<file path="config.mk">
export PLATFORM = sky130hd
export DESIGN_NAME = bram_monitor
export DESIGN_NICKNAME = d
export VERILOG_FILES = /design/src/pkg/bram_pkg.sv /design/src/core/bram_monitor.sv /design/src/core/bram_boot_sampler.sv /design/src/core/bram_decoder.sv
export SDC_FILE = /design/constraint.sdc
export NUM_CORES = 1
export LEC_CHECK = 0
export ABC_AREA = 0
export ABC_CLOCK_PERIOD_IN_PS = 1700
export BUFFER_PORTS_ARGS = -buffer_cell sky130_fd_sc_hd__buf_2
export CORE_ASPECT_RATIO = 0.5
export CORE_MARGIN = 5
export CORE_UTILIZATION = 40
export CTS_CLUSTER_SIZE = 12
export DETAILED_ROUTE_END_ITERATION = 12
export PLACE_DENSITY = 0.76
export SLEW_MARGIN = 30
export SYNTH_ARGS = -nofsm -noshare
export SYNTH_HDL_FRONTEND = slang
export SYNTH_SLANG_ARGS = --single-unit
</file>
<file path="constraint.sdc">
create_clock -name aclk -period 1.7 [get_ports aclk]
set_input_delay 0 -clock aclk [delete_from_list [all_inputs] [get_ports aclk]]
set_output_delay 0 -clock aclk [all_outputs]
set_load 0.03 [all_outputs]
</file>
<file path="src/pkg/bram_pkg.sv">
// Package: register map, field layout and types for the boot remap and abort monitor
package bram_pkg;

   // ****************************************************
   // Register offsets
   // ****************************************************
   localparam logic [7:0] OFF_REMAP_CONTROL   = 8'h00;
   localparam logic [7:0] OFF_ABORT_STATUS    = 8'h04;
   localparam logic [7:0] OFF_ABORT_ADDRESS   = 8'h08;
   localparam logic [7:0] OFF_MASTER_PRIORITY = 8'h0c;

   // ****************************************************
   // Reset values and field positions
   // ****************************************************
   localparam logic [31:0] RST_ABORT_STATUS    = 32'h0000_0000;
   localparam logic [31:0] RST_ABORT_ADDRESS   = 32'h0000_0000;
   localparam logic [15:0] RST_MASTER_PRIORITY = 16'h3210;
   localparam logic [15:0] MPR_WRITE_MASK      = 16'h7777;
   localparam int          RCR_TOGGLE_BIT      = 0;
   localparam int          NUM_MASTERS         = 4;
   localparam int          BOOT_SAMPLE_CYCLES  = 2;

   // ****************************************************
   // Address map
   // ****************************************************
   localparam logic [3:0]  AREA_INTERNAL = 4'h0;
   localparam logic [3:0]  AREA_CS_FIRST = 4'h1;
   localparam logic [3:0]  AREA_CS_LAST  = 4'h8;
   localparam logic [3:0]  AREA_PERIPH   = 4'hf;
   localparam logic [7:0]  SUB_AREA_LOW  = 8'h00;
   localparam logic [7:0]  SUB_AREA_ROM  = 8'h01;
   localparam logic [7:0]  SUB_AREA_SRAM = 8'h02;
   localparam logic [7:0]  SUB_AREA_LAST = 8'h03;
   localparam logic [31:0] VECTOR_BYTES  = 32'h0000_0020;

   // ****************************************************
   // Types
   // ****************************************************
   typedef enum logic [1:0] {
      SZ_BYTE = 2'b00,
      SZ_HALF = 2'b01,
      SZ_WORD = 2'b10,
      SZ_RSVD = 2'b11
   } bram_size_t;

   typedef enum logic [1:0] {
      TY_READ  = 2'b00,
      TY_WRITE = 2'b01,
      TY_FETCH = 2'b10,
      TY_RSVD  = 2'b11
   } bram_type_t;

   typedef enum logic [2:0] {
      TGT_ROM   = 3'b000,
      TGT_SRAM  = 3'b001,
      TGT_USB   = 3'b010,
      TGT_EXT   = 3'b011,
      TGT_PERIPH = 3'b100,
      TGT_NONE  = 3'b111
   } bram_target_t;

   // One master's request as seen by the decoder
   typedef struct packed {
      logic        valid;
      logic [31:0] addr;
      bram_size_t  size;
      bram_type_t  kind;
   } bram_req_t;

   // Captured abort record
   typedef struct packed {
      logic [3:0]  sticky;
      logic [3:0]  source;
      bram_type_t  kind;
      bram_size_t  size;
      logic        misaligned;
      logic        undefined;
   } bram_abort_t;

   // Decode answer
   typedef struct packed {
      bram_target_t target;
      logic [2:0]   ext_cs;
      logic [31:0]  local_addr;
      logic         undefined;
      logic         misaligned;
   } bram_decode_t;

endpackage

</file>
<file path="src/core/bram_monitor.sv">
// Boot remap and abort monitor top: bus slave, abort capture, interrupt pass-through
`timescale 1ns/1ps

module bram_monitor (
   input  wire logic         aclk,               // System clock, 40 MHz
   input  wire logic         aresetn,            // Synchronous reset, active low
   // AXI4-Lite slave
   input  wire logic [7:0]   s_axi_awaddr,       // Write address
   input  wire logic         s_axi_awvalid,      // Write address valid
   output logic              s_axi_awready,      // Write address ready
   input  wire logic [31:0]  s_axi_wdata,        // Write data
   input  wire logic [3:0]   s_axi_wstrb,        // Write byte strobes
   input  wire logic         s_axi_wvalid,       // Write data valid
   output logic              s_axi_wready,       // Write data ready
   output logic [1:0]        s_axi_bresp,        // Write response
   output logic              s_axi_bvalid,       // Write response valid
   input  wire logic         s_axi_bready,       // Write response ready
   input  wire logic [7:0]   s_axi_araddr,       // Read address
   input  wire logic         s_axi_arvalid,      // Read address valid
   output logic              s_axi_arready,      // Read address ready
   output logic [31:0]       s_axi_rdata,        // Read data
   output logic [1:0]        s_axi_rresp,        // Read response
   output logic              s_axi_rvalid,       // Read data valid
   input  wire logic         s_axi_rready,       // Read data ready
   // Masters
   input  bram_pkg::bram_req_t mst_req,          // Request of the granted master
   input  wire logic [3:0]   mst_grant,          // One-hot current master, bit 0 cpu
   output logic [3:0]        mst_abort,          // Abort broadcast, same on every bit
   output bram_pkg::bram_decode_t dec_out,       // Decode answer to memory slaves
   output logic              vector_access,      // Access falls on exception vectors
   // Pins and interrupts
   input  wire logic         boot_source_select, // Boot-select pin
   input  wire logic         ebi_refresh_irq,    // Refresh-error interrupt in
   input  wire logic         system_timer_irq,   // Timer interrupt line
   input  wire logic         debug_serial_irq,   // Debug serial interrupt line
   input  wire logic         power_manager_irq,  // Power manager interrupt line
   input  wire logic         rtc_irq,            // Real-time clock interrupt line
   output logic              system_irq,         // Interrupt controller source 1
   output logic [15:0]       master_priority,    // Arbiter priority fields
   output logic              remapped            // Remap in effect
);

   // ****************************************************
   // Boot choice and decode
   // ****************************************************
   logic boot_rom;
   logic remap_r;

   // sample pin over last reset cycles
   bram_boot_sampler u_boot (
      .aclk               (aclk),
      .aresetn            (aresetn),
      .boot_source_select (boot_source_select),
      .boot_rom           (boot_rom)
   );

   bram_decoder u_dec (
      .req      (mst_req),
      .is_cpu   (mst_grant[0]),
      .remapped (remap_r),
      .boot_rom (boot_rom),
      .dec      (dec_out)
   );

   // vectors sit in the low area's first bytes
   assign vector_access = mst_req.valid && mst_req.addr < bram_pkg::VECTOR_BYTES;
   assign remapped      = remap_r;

   // ****************************************************
   // Abort broadcast
   // ****************************************************
   logic abort_now;

   // only the two fault causes abort
   assign abort_now = mst_req.valid && (dec_out.undefined || dec_out.misaligned);

   // every master sees it, owner acts
   assign mst_abort = {bram_pkg::NUM_MASTERS{abort_now}};

   // ****************************************************
   // Interrupt pass-through
   // ****************************************************
   // no mask, no status, straight through
   assign system_irq = ebi_refresh_irq | system_timer_irq | debug_serial_irq
                       | power_manager_irq | rtc_irq;

   // ****************************************************
   // AXI4-Lite write channel
   // ****************************************************
   logic        aw_held_r;
   logic [7:0]  aw_addr_r;
   logic        w_held_r;
   logic [31:0] w_data_r;
   logic [3:0]  w_strb_r;
   logic        bvalid_r;
   logic [1:0]  bresp_r;
   logic        wr_go;

   assign s_axi_awready = !aw_held_r && !bvalid_r;
   assign s_axi_wready  = !w_held_r && !bvalid_r;
   assign wr_go         = aw_held_r && w_held_r && !bvalid_r;
   assign s_axi_bvalid  = bvalid_r;
   assign s_axi_bresp   = bresp_r;

   // Address and data taken in any order, held until both are in
   always_ff @(posedge aclk)
   begin
      if (!aresetn)
      begin
         aw_held_r <= 1'b0;
         w_held_r  <= 1'b0;
         aw_addr_r <= 8'h00;
         w_data_r  <= 32'h0000_0000;
         w_strb_r  <= 4'h0;
      end
      else
      begin
         if (s_axi_awvalid && s_axi_awready)
         begin
            aw_held_r <= 1'b1;
            aw_addr_r <= s_axi_awaddr;
         end
         else if (wr_go)
            aw_held_r <= 1'b0;
         if (s_axi_wvalid && s_axi_wready)
         begin
            w_held_r <= 1'b1;
            w_data_r <= s_axi_wdata;
            w_strb_r <= s_axi_wstrb;
         end
         else if (wr_go)
            w_held_r <= 1'b0;
      end
   end

   // Response: OKAY on mapped writable words, SLVERR elsewhere
   always_ff @(posedge aclk)
   begin
      if (!aresetn)
      begin
         bvalid_r <= 1'b0;
         bresp_r  <= 2'b00;
      end
      else if (wr_go)
      begin
         bvalid_r <= 1'b1;
         bresp_r  <= (aw_addr_r == bram_pkg::OFF_REMAP_CONTROL ||
                      aw_addr_r == bram_pkg::OFF_MASTER_PRIORITY) ? 2'b00 : 2'b10;
      end
      else if (s_axi_bready)
         bvalid_r <= 1'b0;
   end

   // ****************************************************
   // Control registers
   // ****************************************************
   logic [15:0] mpr_r;

   // a one in the toggle bit flips remap
   always_ff @(posedge aclk)
   begin
      if (!aresetn)
         remap_r <= 1'b0;
      else if (wr_go && aw_addr_r == bram_pkg::OFF_REMAP_CONTROL && w_strb_r[0]
               && w_data_r[bram_pkg::RCR_TOGGLE_BIT])
         remap_r <= !remap_r;
   end

   // Priority fields per byte lane; reserved bits stay zero
   always_ff @(posedge aclk)
   begin
      if (!aresetn)
         mpr_r <= bram_pkg::RST_MASTER_PRIORITY;
      else if (wr_go && aw_addr_r == bram_pkg::OFF_MASTER_PRIORITY)
      begin
         if (w_strb_r[0])
            mpr_r[7:0] <= w_data_r[7:0] & bram_pkg::MPR_WRITE_MASK[7:0];
         if (w_strb_r[1])
            mpr_r[15:8] <= w_data_r[15:8] & bram_pkg::MPR_WRITE_MASK[15:8];
      end
   end

   assign master_priority = mpr_r;

   // ****************************************************
   // AXI4-Lite read channel
   // ****************************************************
   logic        rvalid_r;
   logic [31:0] rdata_r;
   logic [1:0]  rresp_r;
   logic        rd_go;
   logic        status_read;
   logic [31:0] rd_mux;
   bram_pkg::bram_abort_t abt_r;
   logic [31:0] abt_addr_r;

   assign s_axi_arready = !rvalid_r;
   assign rd_go         = s_axi_arvalid && s_axi_arready;
   assign status_read   = rd_go && s_axi_araddr == bram_pkg::OFF_ABORT_STATUS;
   assign s_axi_rvalid  = rvalid_r;
   assign s_axi_rdata   = rdata_r;
   assign s_axi_rresp   = rresp_r;

   // Read mux; control register is write-only and reads zero
   always_comb
   begin
      case (s_axi_araddr)
         bram_pkg::OFF_ABORT_STATUS:
            rd_mux = {4'h0, abt_r.sticky, 4'h0, abt_r.source, 4'h0, abt_r.kind,
                      abt_r.size, 6'h00, abt_r.misaligned, abt_r.undefined};
         bram_pkg::OFF_ABORT_ADDRESS:   rd_mux = abt_addr_r;
         bram_pkg::OFF_MASTER_PRIORITY: rd_mux = {16'h0000, mpr_r};
         default:                       rd_mux = 32'h0000_0000;
      endcase
   end

   // Data registered on the edge that takes the address, valid from the next cycle
   always_ff @(posedge aclk)
   begin
      if (!aresetn)
      begin
         rvalid_r <= 1'b0;
         rdata_r  <= 32'h0000_0000;
         rresp_r  <= 2'b00;
      end
      else if (rd_go)
      begin
         rvalid_r <= 1'b1;
         rdata_r  <= rd_mux;
         rresp_r  <= (s_axi_araddr == bram_pkg::OFF_ABORT_STATUS ||
                      s_axi_araddr == bram_pkg::OFF_ABORT_ADDRESS ||
                      s_axi_araddr == bram_pkg::OFF_MASTER_PRIORITY ||
                      s_axi_araddr == bram_pkg::OFF_REMAP_CONTROL) ? 2'b00 : 2'b10;
      end
      else if (s_axi_rready)
         rvalid_r <= 1'b0;
   end

   // ****************************************************
   // Abort capture
   // ****************************************************
   // full address of faulting access
   // cpu data abort keeps the data address
   always_ff @(posedge aclk)
   begin
      if (!aresetn)
         abt_addr_r <= bram_pkg::RST_ABORT_ADDRESS;
      else if (abort_now)
         abt_addr_r <= mst_req.addr;
   end

   logic src_new_r; // Source abort not yet returned by a status read

   // sticky keeps unread aborts not shown in source
   // source bit index is master number
   // newest abort replaces the old one
   always_ff @(posedge aclk)
   begin
      if (!aresetn)
      begin
         abt_r.sticky     <= 4'h0;
         abt_r.source     <= 4'h0;
         abt_r.kind       <= bram_pkg::TY_READ;
         abt_r.size       <= bram_pkg::SZ_BYTE;
         abt_r.misaligned <= 1'b0;
         abt_r.undefined  <= 1'b0;
         src_new_r        <= 1'b0;
      end
      else if (abort_now)
      begin
         // An abort already returned by a read no longer counts as unread
         abt_r.sticky     <= status_read ? 4'h0 : (abt_r.sticky | (src_new_r ? abt_r.source : 4'h0));
         abt_r.source     <= mst_grant;
         abt_r.kind       <= mst_req.kind;
         abt_r.size       <= mst_req.size;
         abt_r.misaligned <= dec_out.misaligned;
         abt_r.undefined  <= dec_out.undefined;
         src_new_r        <= 1'b1;
      end
      else if (status_read)
      begin
         abt_r.sticky     <= 4'h0;
         src_new_r        <= 1'b0;
      end
   end

endmodule // bram_monitor

</file>
<file path="src/core/bram_boot_sampler.sv">
// Boot source sampler: catches the boot-select level over the last cycles of reset
`timescale 1ns/1ps
module bram_boot_sampler (
   input  wire logic aclk,               // System clock
   input  wire logic aresetn,            // Synchronous reset, active low
   input  wire logic boot_source_select, // Boot-select pin level
   output logic      boot_rom            // Latched choice: 1 = internal ROM
);

   logic       hist_r;    // Previous pin sample while in reset
   logic       boot_rom_r;

   // Shift in the pin while reset is held; both samples must agree on high
   always_ff @(posedge aclk)
   begin
      if (!aresetn)
      begin
         hist_r <= boot_source_select;
      end
   end

   // Choice frozen at the release; pin is free for other use afterwards
   always_ff @(posedge aclk)
   begin
      if (!aresetn)
      begin
         boot_rom_r <= hist_r & boot_source_select;
      end
   end

   assign boot_rom = boot_rom_r;

endmodule // bram_boot_sampler

</file>
<file path="src/core/bram_decoder.sv">
// Address decoder: remapped low area, undefined areas and alignment check
`timescale 1ns/1ps
module bram_decoder (
   input  bram_pkg::bram_req_t    req,      // Request from the granted master
   input  wire logic              is_cpu,   // Request comes from the processor
   input  wire logic              remapped, // Remap in effect
   input  wire logic              boot_rom, // Latched boot choice
   output bram_pkg::bram_decode_t dec       // Decode answer
);

   logic [3:0] area;
   logic [7:0] sub;

   assign area = req.addr[31:28];
   assign sub  = req.addr[27:20];

   // Target selection and fault checks
   always_comb
   begin
      dec            = '0;
      dec.target     = bram_pkg::TGT_NONE;
      dec.local_addr = {12'h000, req.addr[19:0]};
      if (area == bram_pkg::AREA_INTERNAL)
      begin
         case (sub)
            // SRAM in low area after remap
            bram_pkg::SUB_AREA_LOW:
            begin
               if (remapped)
                  dec.target = bram_pkg::TGT_SRAM;
               else if (boot_rom)
                  dec.target = bram_pkg::TGT_ROM;
               else
                  dec.target = bram_pkg::TGT_EXT;
            end
            bram_pkg::SUB_AREA_ROM:  dec.target = bram_pkg::TGT_ROM;
            bram_pkg::SUB_AREA_SRAM: dec.target = bram_pkg::TGT_SRAM;
            bram_pkg::SUB_AREA_LAST: dec.target = bram_pkg::TGT_USB;
            default:                 dec.undefined = 1'b1;
         endcase
      end
      else if (area >= bram_pkg::AREA_CS_FIRST && area <= bram_pkg::AREA_CS_LAST)
      begin
         dec.target     = bram_pkg::TGT_EXT;
         dec.ext_cs     = 3'(area - bram_pkg::AREA_CS_FIRST);
         dec.local_addr = {4'h0, req.addr[27:0]};
      end
      else if (area == bram_pkg::AREA_PERIPH)
      begin
         dec.target     = bram_pkg::TGT_PERIPH;
         dec.local_addr = {4'h0, req.addr[27:0]};
      end
      else
      begin
         dec.undefined = 1'b1;
      end
      if (!(is_cpu && req.kind == bram_pkg::TY_FETCH))
      begin
         if ((req.size == bram_pkg::SZ_WORD && req.addr[1:0] != 2'b00) ||
             (req.size == bram_pkg::SZ_HALF && req.addr[0]))
            dec.misaligned = 1'b1;
      end
      if (dec.undefined || dec.misaligned)
         dec.target = bram_pkg::TGT_NONE;
   end

endmodule // bram_decoder

</file>
==> After elaboration in Yosys (flattened, before gate mapping) <==
Cells that the tools add are included.
{ "totals": {"reg_bits": 127, "latchBits": 0, "mem_bits_rw": 0, "mem_bits_ro": 0, "in_bits": 106, "out_inout_bits": 104, "wordCells": 119, "memories": 0} }
{ "classes": {"add_sub_neg": 1, "mul": 0, "div_mod_pow": 0, "order_cmp": 3, "eq_ne": 11, "shifts": 0, "n_mux": 33, "bitwise": 6, "n_reduce_logical": 42} }
{ "ops": {"columns": ["operator", "n"], "rows": [
  ["$pmux W32 S3", 1],
  ["$mux W35", 1],
  ["$lt A32 B6 Y1 const B", 1],
  ["$mux W32", 1],
  ["$mux W28", 1],
  ["$eq A8 B4 Y1 const B", 3],
  ["$logic_not A8 Y1", 3],
  ["$logic_and A1 B1 Y1", 18],
  ["$eq A8 B2 Y1 const B", 2],
  ["$mux W4", 4],
  ["$mux W1", 15],
  ["$mux W3", 5],
  ["$pmux W3 S4", 1],
  ["$reduce_bool A2 Y1", 6],
  ["$eq A8 B1 Y1 const B", 1],
  ["$eq A8 B3 Y1 const B", 1],
  ["$mux W2", 4],
  ["$logic_or A1 B1 Y1", 6],
  ["$logic_not A1 Y1", 5],
  ["$eq A2 B2 Y1 const B", 2],
  ["$eq A4 B4 Y1 const B", 1],
  ["$ge A4 B1 Y1 const B", 1],
  ["$le A4 B4 Y1 const B", 1],
  ["$logic_not A4 Y1", 1],
  ["other kinds (7)", 11]
]} }

==> Logic depth before layout (Yosys ltp) <==
Gate-level depths: netlist (run 1).
{ "depth": {"depth_word": 8, "depth_mapped": 9, "depth_no_buf": 6} }

==> By module <==
A second synthesis (run 1) with hierarchy kept.
{ "unflattened": {"hier_cells": 642, "area_unflattened_um2": 5435.2} }
{ "modules_own_cells": {"columns": ["mod", "instances", "cells_each", "area_per_inst_um2", "seq_area_each_um2"], "rows": [
  ["bram_monitor", 1, 567, 4872.2, 2402.3],
  ["bram_decoder", 1, 71, 493.0, 0.0],
  ["bram_boot_sampler", 1, 4, 70.1, 60.1]
]} }

==> Least setup slack after synthesis (run 1) <==
No wires, ideal clock.
{ "synth_path": {"kind": "input to output", "startpoint": "input port mst_req[10] (netlist name)", "endpoint": "output port vector_access", "t_arrival_ns": 2.111, "t_required_ns": 1.700, "slack_ns": -0.411, "path_stages": 4, "path_buffers": 0, "path_cell_list": "nor4_1 -> and4_1 -> nand4_1 -> a2111oi_0"} }
{ "synth_between": {"elab_chain_len": 2} }
{ "synth_lines": {"columns": ["element", "line_no", "source"], "rows": [
  ["from (decl)", "bram_monitor.sv:26", "input bram_pkg::bram_req_t mst_req,"],
  ["$lt A32 B6 Y1", "bram_monitor.sv:66", "assign vector_access = mst_req.valid && mst_req.addr < bram_pkg::VECTOR_BYTES;"],
  ["$logic_and A1 B1 Y1", "bram_monitor.sv:66", null],
  ["to (decl)", "bram_monitor.sv:30", "output logic vector_access,"]
]} }
Every way passes these cells.

==> Worst setup path in the final report (run 1) <==
{ "layout_path": {"startpoint": "register aw_addr_r[7]", "endpoint": "register mpr_r[4], in the netlist master_priority[4]"} }
{ "layout_between": {"elab_chain_len": 3} }
{ "layout_lines": {"columns": ["element", "line_no", "source"], "rows": [
  ["from (decl)", "bram_monitor.sv:91", "logic [7:0] aw_addr_r;"],
  ["from (signal assigned)", "bram_monitor.sv:121", "aw_addr_r <= s_axi_awaddr;"],
  ["$eq A8 B4 Y1", "bram_monitor.sv:174", "else if (wr_go && aw_addr_r == bram_pkg::OFF_MASTER_PRIORITY)"],
  ["$logic_and A1 B1 Y1", "bram_monitor.sv:174", null],
  ["$reduce_and A2 Y1 (no source line)", null, null],
  ["to (signal assigned)", "bram_monitor.sv:173", "mpr_r <= bram_pkg::RST_MASTER_PRIORITY;"],
  ["to (signal assigned)", "bram_monitor.sv:177", "mpr_r[7:0] <= w_data_r[7:0] & bram_pkg::MPR_WRITE_MASK[7:0];"],
  ["to (decl)", "bram_monitor.sv:157", "logic [15:0] mpr_r;"]
]} }
Every way passes these cells.
A chain may end at the register's enable or synchronous reset.

==> summary.txt, run 1 <==
Status
  • Outcome: completed

STA
  • Final Hold Viols: 0
  • Final Max Tran Viols: 0
  • Rel. slew slack: 0.6373
  • Worst Skew: 0.006748 ns
  • Final Setup Violations: 0
  • Post-layout min period: 1.667 ns
  • Total negative slack: 0 ns
  • Max Freq: 599.9 MHz
  • Hold_ws: 0.01267 ns
  • Worst slew pin tran: 0.5396 ns
  • Worst setup margin: 0.03312 ns
  • Final Cycle Share: 0.9805

Clocking
  • Clock buffer depth: 2
  • Clock edge transition at the registers on the reported setup and hold paths: 0.06 ns
  • Worst-skew pair later-pin latency: 0.41 ns
  • CTS tree: yes
  • Clock root cell: clkbuf_16
  • Htree depth: 4
  • Clock sink count: 122
  • Inserted Clock Buffers: 17

Synth
  • Avg Cell Area, Syn: 8.449 µm²
  • Synth Register Bits: 122
  • Top_reg_cell synth: dfxtp_1
  • Post-Synthesis Cells: 797
  • Post-synth EDFFs: 2
  • Cell Area, Synth: 6734 µm²
  • Seq/Total Area, Yosys: 0.3657
  • Warnings, synthesis: 0
  • Post-synth cell types: 56
  • FFs w/ async S/R, synth: 0

Routing
  • Vias per cell: 5.746
  • Routed WL: 22.11 mm
  • Final routed DRC violation total: 0
  • Wire length per cell: 18.50 µm
  • Vias: 6,866
  • Post-route antenna net violation count: 0
  • Initial DRC Count: 789
  • Drt pass-1 iters: 6

Place
  • Final RePlAce weighted congestion: 0.8652
  • Hpwl dp: 15.00 mm
  • Port Buf Inserts: 177
  • Place WS: -0.07334 ns

Layout
  • Number of antenna repair diodes: 0
  • Layout cells sized above 1: 0.3202
  • P&R area growth vs syn: 29.13%
  • Final Core Density: 0.5292
  • Footprint of the multi-input gates: 3716 µm²
  • NumNets Final: 1,065
  • Filler Cell Count: 1,437
  • FF+latch area: 2462 µm²

Worst hold path
  • HP Class: in2reg

Setup path
  • Crit start category: flip-flop
  • Crit-path max cell delay: 0.32 ns
  • Worst endpoint required time: 1.98 ns
  • CP dominant cell by count: buf_4
  • Crit path cell chain: nor4_2, buf_4, nand4_1, buf_4, o21ai_0, o311ai_1
  • CP Buf/Inv Count: 2
  • Crit end category: flip-flop
  • Worst path arrival time: 1.95 ns
  • Worst path slowest cell: dfxtp_1
  • Worst reg2reg setup slack: 0.03 ns
  • Crit path max fanout: 4
  • Critical path class: reg2reg
  • CP top delay family: simple AND/OR/NAND/NOR gates

GRT
  • First-pass GRT wire length: 34.57 mm
  • GRT Util Overall: 0.2154
  • Largest net degree at the start of global routing: 42
  • Initial antenna violation count: 0
  • Via count of the first global-routing pass: 6,377
  • Grt ovf: 0

Power
  • Pleak: 3.762 nW
  • Tot Pwr: 8.363 mW
  • IR Drop Worst-Case VDD: 0.7122 mV
  • Pwr Density: 961.7 nW/µm²

Die
  • FP Rows: 33
  • Die area: 19,690 µm²
  • Die X: 193.5 µm
  • Starting density of the core: 0.4098
  • Core Region: 16,430 µm²
  • Boundary pin count: 210
  • Die Ht: 101.7 µm

Flow run
  • Max_cap viols: 0
metrics by stage:
stage                     std cells  instance area (µm²)
after floorplan                 806                 6771
after global placement         1135                 7765
after detailed placement       1135                 7765
after CTS                      1194                 8658
after global routing           1195                 8696
final                          1195                 8696
registers in the layout, summed over array words and instances (netlist names), 2 cells and up:
signal,count
abt_r,14
aw_addr_r,8
w_data_r,12
w_strb_r,2
master_priority,12
abt_addr_r,32
s_axi_rdata,32
worst register-to-register path, stage by stage, from the launching register on:
cell	delay [ns]
dfxtp_1	0.32
nor4_2	0.29
buf_4	0.17
nand4_1	0.21
buf_4	0.23
o21ai_0	0.19
o311ai_1	0.13
final timing paths:
check                                  from                               to  cells past startpoint
setup reg to reg  aw_addr_r[7]$_SDFFE_PN0P_  master_priority[4]$_SDFFE_PN1P_                      6
hold reg to reg    w_strb_r[1]$_SDFFE_PN0P_         w_strb_r[1]$_SDFFE_PN0P_                      2
hold / removal                   mst_req[8]       abt_addr_r[4]$_SDFFE_PN0P_                      4
setup / recovery  aw_addr_r[7]$_SDFFE_PN0P_  master_priority[4]$_SDFFE_PN1P_                      6
metal layers:
layer  vias to the layer above  track usage  wire, µm
met5                         -            0         0
met4                         0      0.06960       552
met3                        52      0.05583      1854
met2                       322       0.3541     10420
met1                      3259       0.2814      9282
li1                       3233            -         -
cell usage after synthesis (3+ instances only):
| cell | count | area [µm²] |
|---|---|---|
| a31oi_1 | 41 | 256.5 |
| nor2b_1 | 12 | 75.07 |
| buf_6 | 5 | 56.30 |
| clkbuf_2 | 3 | 15.01 |
| a22oi_1 | 15 | 112.6 |
| nor3_1 | 4 | 20.02 |
| nor4_1 | 5 | 31.28 |
| dfxtp_1 | 120 | 2402 |
| nand4_1 | 9 | 56.30 |
| buf_4 | 34 | 255.2 |
| buf_1 | 6 | 22.52 |
| and4_1 | 4 | 35.03 |
| o211ai_1 | 41 | 307.8 |
| nand2_1 | 124 | 465.5 |
| a222oi_1 | 9 | 90.09 |
| nor2_1 | 44 | 165.2 |
| nand3_1 | 3 | 15.01 |
| and3_1 | 81 | 506.7 |
| mux2_2 | 4 | 45.04 |
| a21oi_1 | 37 | 185.2 |
| o21ai_0 | 16 | 80.08 |
| a32oi_1 | 8 | 70.07 |
| and2_1 | 5 | 31.28 |
| buf_2 | 6 | 30.03 |
| ha_1 | 4 | 50.05 |
| clkbuf_1 | 59 | 221.5 |
| mux2i_1 | 11 | 110.1 |
| o311ai_2 | 39 | 634.4 |
| nand2b_1 | 5 | 31.28 |
| inv_1 | 10 | 37.54 |
layout make-up:
cell class,instances,area share
Sequential cell,122,0.2832
Tap cell,227,0.03266
Clock buffer,17,0.04892
Timing Repair Buffer,243,0.1816
Inverter,10,0.004317
Clock inverter,15,0.02201
Multi-Input combinational cell,561,0.4273
repair_timing:
action                                  CTS  global route
endpoints found under the setup margin    1            12
pin swaps                                 0             5
endpoints found under the hold margin    28             0
hold buffers                             27             0
setup buffers                             0             1
gates resized for setup                   1             8
cells by family (layout without fill, tap and decap cells):
| logic type | Yosys count | count (layout) | synth area share |
|---|---|---|---|
| and+or+nand+nor | 309 | 309 | 0.2298 |
| AOI/OAI and AO/OA | 222 | 222 | 0.2774 |
| buffers and inverters | 123 | 285 | 0.09476 |
| DFF | 122 | 122 | 0.3657 |
| muxes | 15 | 15 | 0.02304 |
| adders and majority gates | 4 | 4 | 0.007432 |
| other | 1 | 10 | 0.0005569 |
| xor gates and xnor gates | 1 | 1 | 0.001301 |
layout by cell type (no fill, tap or decap), types with 10 or more instances in the layout:
cell type      instances
mux2i_1               11
o311ai_2              39
nand2_1              124
nor2_1                43
clkbuf_16             17
a22oi_1               15
buf_4                 31
and3_1                81
buf_2                175
o21ai_0               15
a21oi_1               36
a31oi_1               41
buf_12                10
nor2b_1               12
dlygate4sd3_1         27
conb_1                10
o211ai_1              41
dfxtp_1              120
report_power, final:
group          switching [mW]  total, mW  internal, mW
Sequential              0.138       3.17          3.03
Clock                    1.46       3.80          2.34
Combinational           0.866       1.39         0.528
Power figures use the tool's default switching activity.
==> inputs of run 2 (changes only) <==
ABC_CLOCK_PERIOD_IN_PS = 2100   (was 1700)
clock period = 2.1 ns   (was 1.7 ns; I/O delays follow)
==> run 2 against run 1 <==
Against the previous run: final area fell by 3.2%; sequential power fell by 19%; worst setup slack improved by 0.15 ns; combinational power fell by 24%; critical endpoint is now dec_out[1].
==> summary.txt, run 2 (synthesis gave the netlist of run 1 again) <==
Routing
  • Vias per cell: 5.744 (was 5.746)
  • Drt pass-1 iters: 5 (was 6)
  • Routed WL: 21.44 mm (was 22.11 mm)
  • Vias: 6,761 (was 6,866)
  • Initial DRC Count: 757 (was 789)
  • Wire length per cell: 18.22 µm (was 18.50 µm)
  • Post-route antenna net violation count: 0 (unchanged)
  • Final routed DRC violation total: 0 (unchanged)

STA
  • Worst Skew: 0.01715 ns (was 0.006748 ns)
  • Hold_ws: 0.004530 ns (was 0.01267 ns)
  • Rel. slew slack: 0.4868 (was 0.6373)
  • Final Setup Violations: 0 (unchanged)
  • Worst slew pin tran: 0.7698 ns (was 0.5396 ns)
  • Worst setup margin: 0.1809 ns (was 0.03312 ns)
  • Final Max Tran Viols: 0 (unchanged)
  • Total negative slack: 0 ns (unchanged)
  • Max Freq: 521.1 MHz
  • RSZ-0062 raised after global routing: false
  • Post-layout min period: 1.919 ns
  • Final Hold Viols: 0 (unchanged)
  • Final Cycle Share: 0.9139

Power
  • Internal: 4.599 mW (was 5.895 mW)
  • Flop pwr share: 0.389 (was 0.378)
  • Part of the power in the clock network: 0.450 (was 0.455)
  • Net Switching: 1.984 mW (was 2.468 mW)
  • Logic pwr share: 0.161 (was 0.167)
  • Pleak: 3.633 nW (was 3.762 nW)
  • Sw Share: 0.3014 (was 0.2951)
  • Pwr Density: 781.6 nW/µm² (was 961.7 nW/µm²)
  • Tot Pwr: 6.583 mW (was 8.363 mW)
  • IR Drop Worst-Case VDD: 0.4736 mV (was 0.7122 mV)

Status
  • Outcome: completed (unchanged)

GRT
  • First-pass GRT wire length: 34.04 mm (was 34.57 mm)
  • GRT Util Overall: 0.2116 (was 0.2154)
  • Grt ovf: 0 (unchanged)
  • Initial antenna violation count: 1 (was 0)
  • Via count of the first global-routing pass: 6,198 (was 6,377)
  • Largest net degree at the start of global routing: 117 (was 42)

Die
  • Die X: 193.5 µm (unchanged)
  • Core Region: 16,430 µm² (unchanged)
  • Die Ht: 101.7 µm (unchanged)
  • Die area: 19,690 µm² (unchanged)
  • Boundary pin count: 210 (unchanged)
  • FP Rows: 33 (unchanged)
  • Starting density of the core: 0.4098 (unchanged)

Setup path
  • Critical R2R Launch: aw_addr_r[6]$_SDFFE_PN0P_ (was aw_addr_r[7]$_SDFFE_PN0P_)
  • Crit end category: output port (was flip-flop)
  • Worst path arrival time: 1.92 ns (was 1.95 ns)
  • Critical path class: in2out (was reg2reg)
  • Crit start category: primary input (was flip-flop)
  • Worst reg2reg path depth: 4 (was 6)
  • Worst endpoint required time: 2.10 ns (was 1.98 ns)
  • Crit path max fanout: 41 (was 4)
  • Reg2reg end: master_priority[12]$_SDFFE_PN1P_ (was master_priority[4]$_SDFFE_PN1P_)
  • Worst reg2reg setup slack: 0.29 ns (was 0.03 ns)

Clocking
  • Clock edge transition at the registers on the reported setup and hold paths: 0.06 ns (about the same)
  • Clock sink count: 122 (unchanged)
  • Gates resized, CTS repair: 0 (was 1)
  • Inserted Clock Buffers: 17 (unchanged)
  • Worst-skew pair later-pin latency: 0.42 ns (was 0.41 ns)
  • CTS tree: yes (unchanged)
  • Htree depth: 4 (unchanged)
  • Clock buffer depth: 2 (unchanged)
  • Clock root cell: clkbuf_16 (unchanged)

Layout
  • NumNets Final: 1,047 (was 1,065)
  • Layout cells sized above 1: 0.3000 (was 0.3202)
  • P&R area growth vs syn: 25.07% (was 29.13%)
  • Commonest cells after routing, fill and taps aside: buf_2 (176), nand2_1 (124), dfxtp_1 (120), and3_1 (81), nor2_1 (44) (was buf_2 (175), nand2_1 (124), dfxtp_1 (120), and3_1 (81), nor2_1 (43))
  • Filler Cell Count: 1,505 (was 1,437)
  • Most common cell after layout, fill and taps aside: buf_2 (unchanged)
  • Number of antenna repair diodes: 0 (unchanged)
  • Final Core Density: 0.5125 (was 0.5292)

Worst hold path
  • HP Class: in2reg (unchanged)
  • Worst hold path startpoint: mst_req[9] (was mst_req[8])
  • Hold Path Stages: 4 (unchanged)
  • Hold path endpoint: abt_addr_r[5]$_SDFFE_PN0P_ (was abt_addr_r[4]$_SDFFE_PN0P_)

Place
  • Port Buf Inserts: 177 (unchanged)
  • Final RePlAce weighted congestion: 0.8548 (was 0.8652)
  • Place WS: 0.1711 ns (was -0.07334 ns)
  • Hpwl dp: 14.43 mm (was 15.00 mm)

Flow run
  • Max_cap viols: 0 (unchanged)
run 2: changes by cell type in the layout (fill, tap and decap cells not counted), moves of 2 or more:
cell	previous run	this run
nor4_1	3	5
nor4_2	4	2
buf_12	10	4
buf_4	31	18
run 2: power by group through the flow:
stage	sequential, mW	combinational [mW]	clock, mW
detailed placement	2.60	1.01	0
floorplan	2.57	0.755	0
CTS	2.56	1.05	2.99
finish	2.56	1.06	2.96
global route	2.58	1.15	3.11
global placement	2.60	0.984	0
run 2: layout make-up:
cell class                      instances  area [µm²]  share of cell area
Timing Repair Buffer                  225        1366              0.1622
Tap cell                              227       284.0             0.03372
Multi-Input combinational cell        561        3680              0.4369
Sequential cell                       122        2462              0.2924
Clock buffer                           17       425.4             0.05051
Inverter                               10       37.54            0.004457
Clock inverter                         15       166.4             0.01976
run 2: metrics by stage:
stage,std cells,instance area [µm²]
after floorplan,806,6769
after global placement,1118,7560
after detailed placement,1118,7560
after CTS,1177,8422
after global routing,1177,8422
final,1177,8422
run 2: repair_timing:
item / CTS / global route
buffers inserted: 0 / 0
hold endpoints to repair: 35 / 0
hold buffers: 27 / 0
run 2: layer usage:
layer,global-route usage,wire length (µm),part of all wire
met2,0.3280,9666,0.45
met4,0.06525,352,0.016
met3,0.05749,1919,0.089
met5,0,13,0.00061
met1,0.2908,9490,0.44
run 2: critical path: stages:
cell and delay, ns:
buf_2 0.11, inv_1 0.07, ha_1 0.29, nand2b_4 0.11, nand4bb_2 0.25, and3_4 0.75
buf_2 0.33
run 2: worst max path at each step:
stage                         startpoint                    endpoint  slack, ns  cells after the start
6_report                     mst_req[32]                  dec_out[1]       0.18                      7
5_1_grt                      mst_req[32]                  dec_out[1]       0.10                      7
4_1_cts                      mst_req[32]                  dec_out[1]       0.22                      7
3_5_place_dp                 mst_req[33]  abt_addr_r[3]$_SDFFE_PN0P_       0.17                      7
3_3_place_gp                 mst_req[33]      abt_r[10]$_SDFFE_PN0P_       0.22                      8
2_1_floorplan  s_axi_bvalid$_SDFFE_PN0P_   w_data_r[10]$_SDFFE_PN0P_       0.33                      5
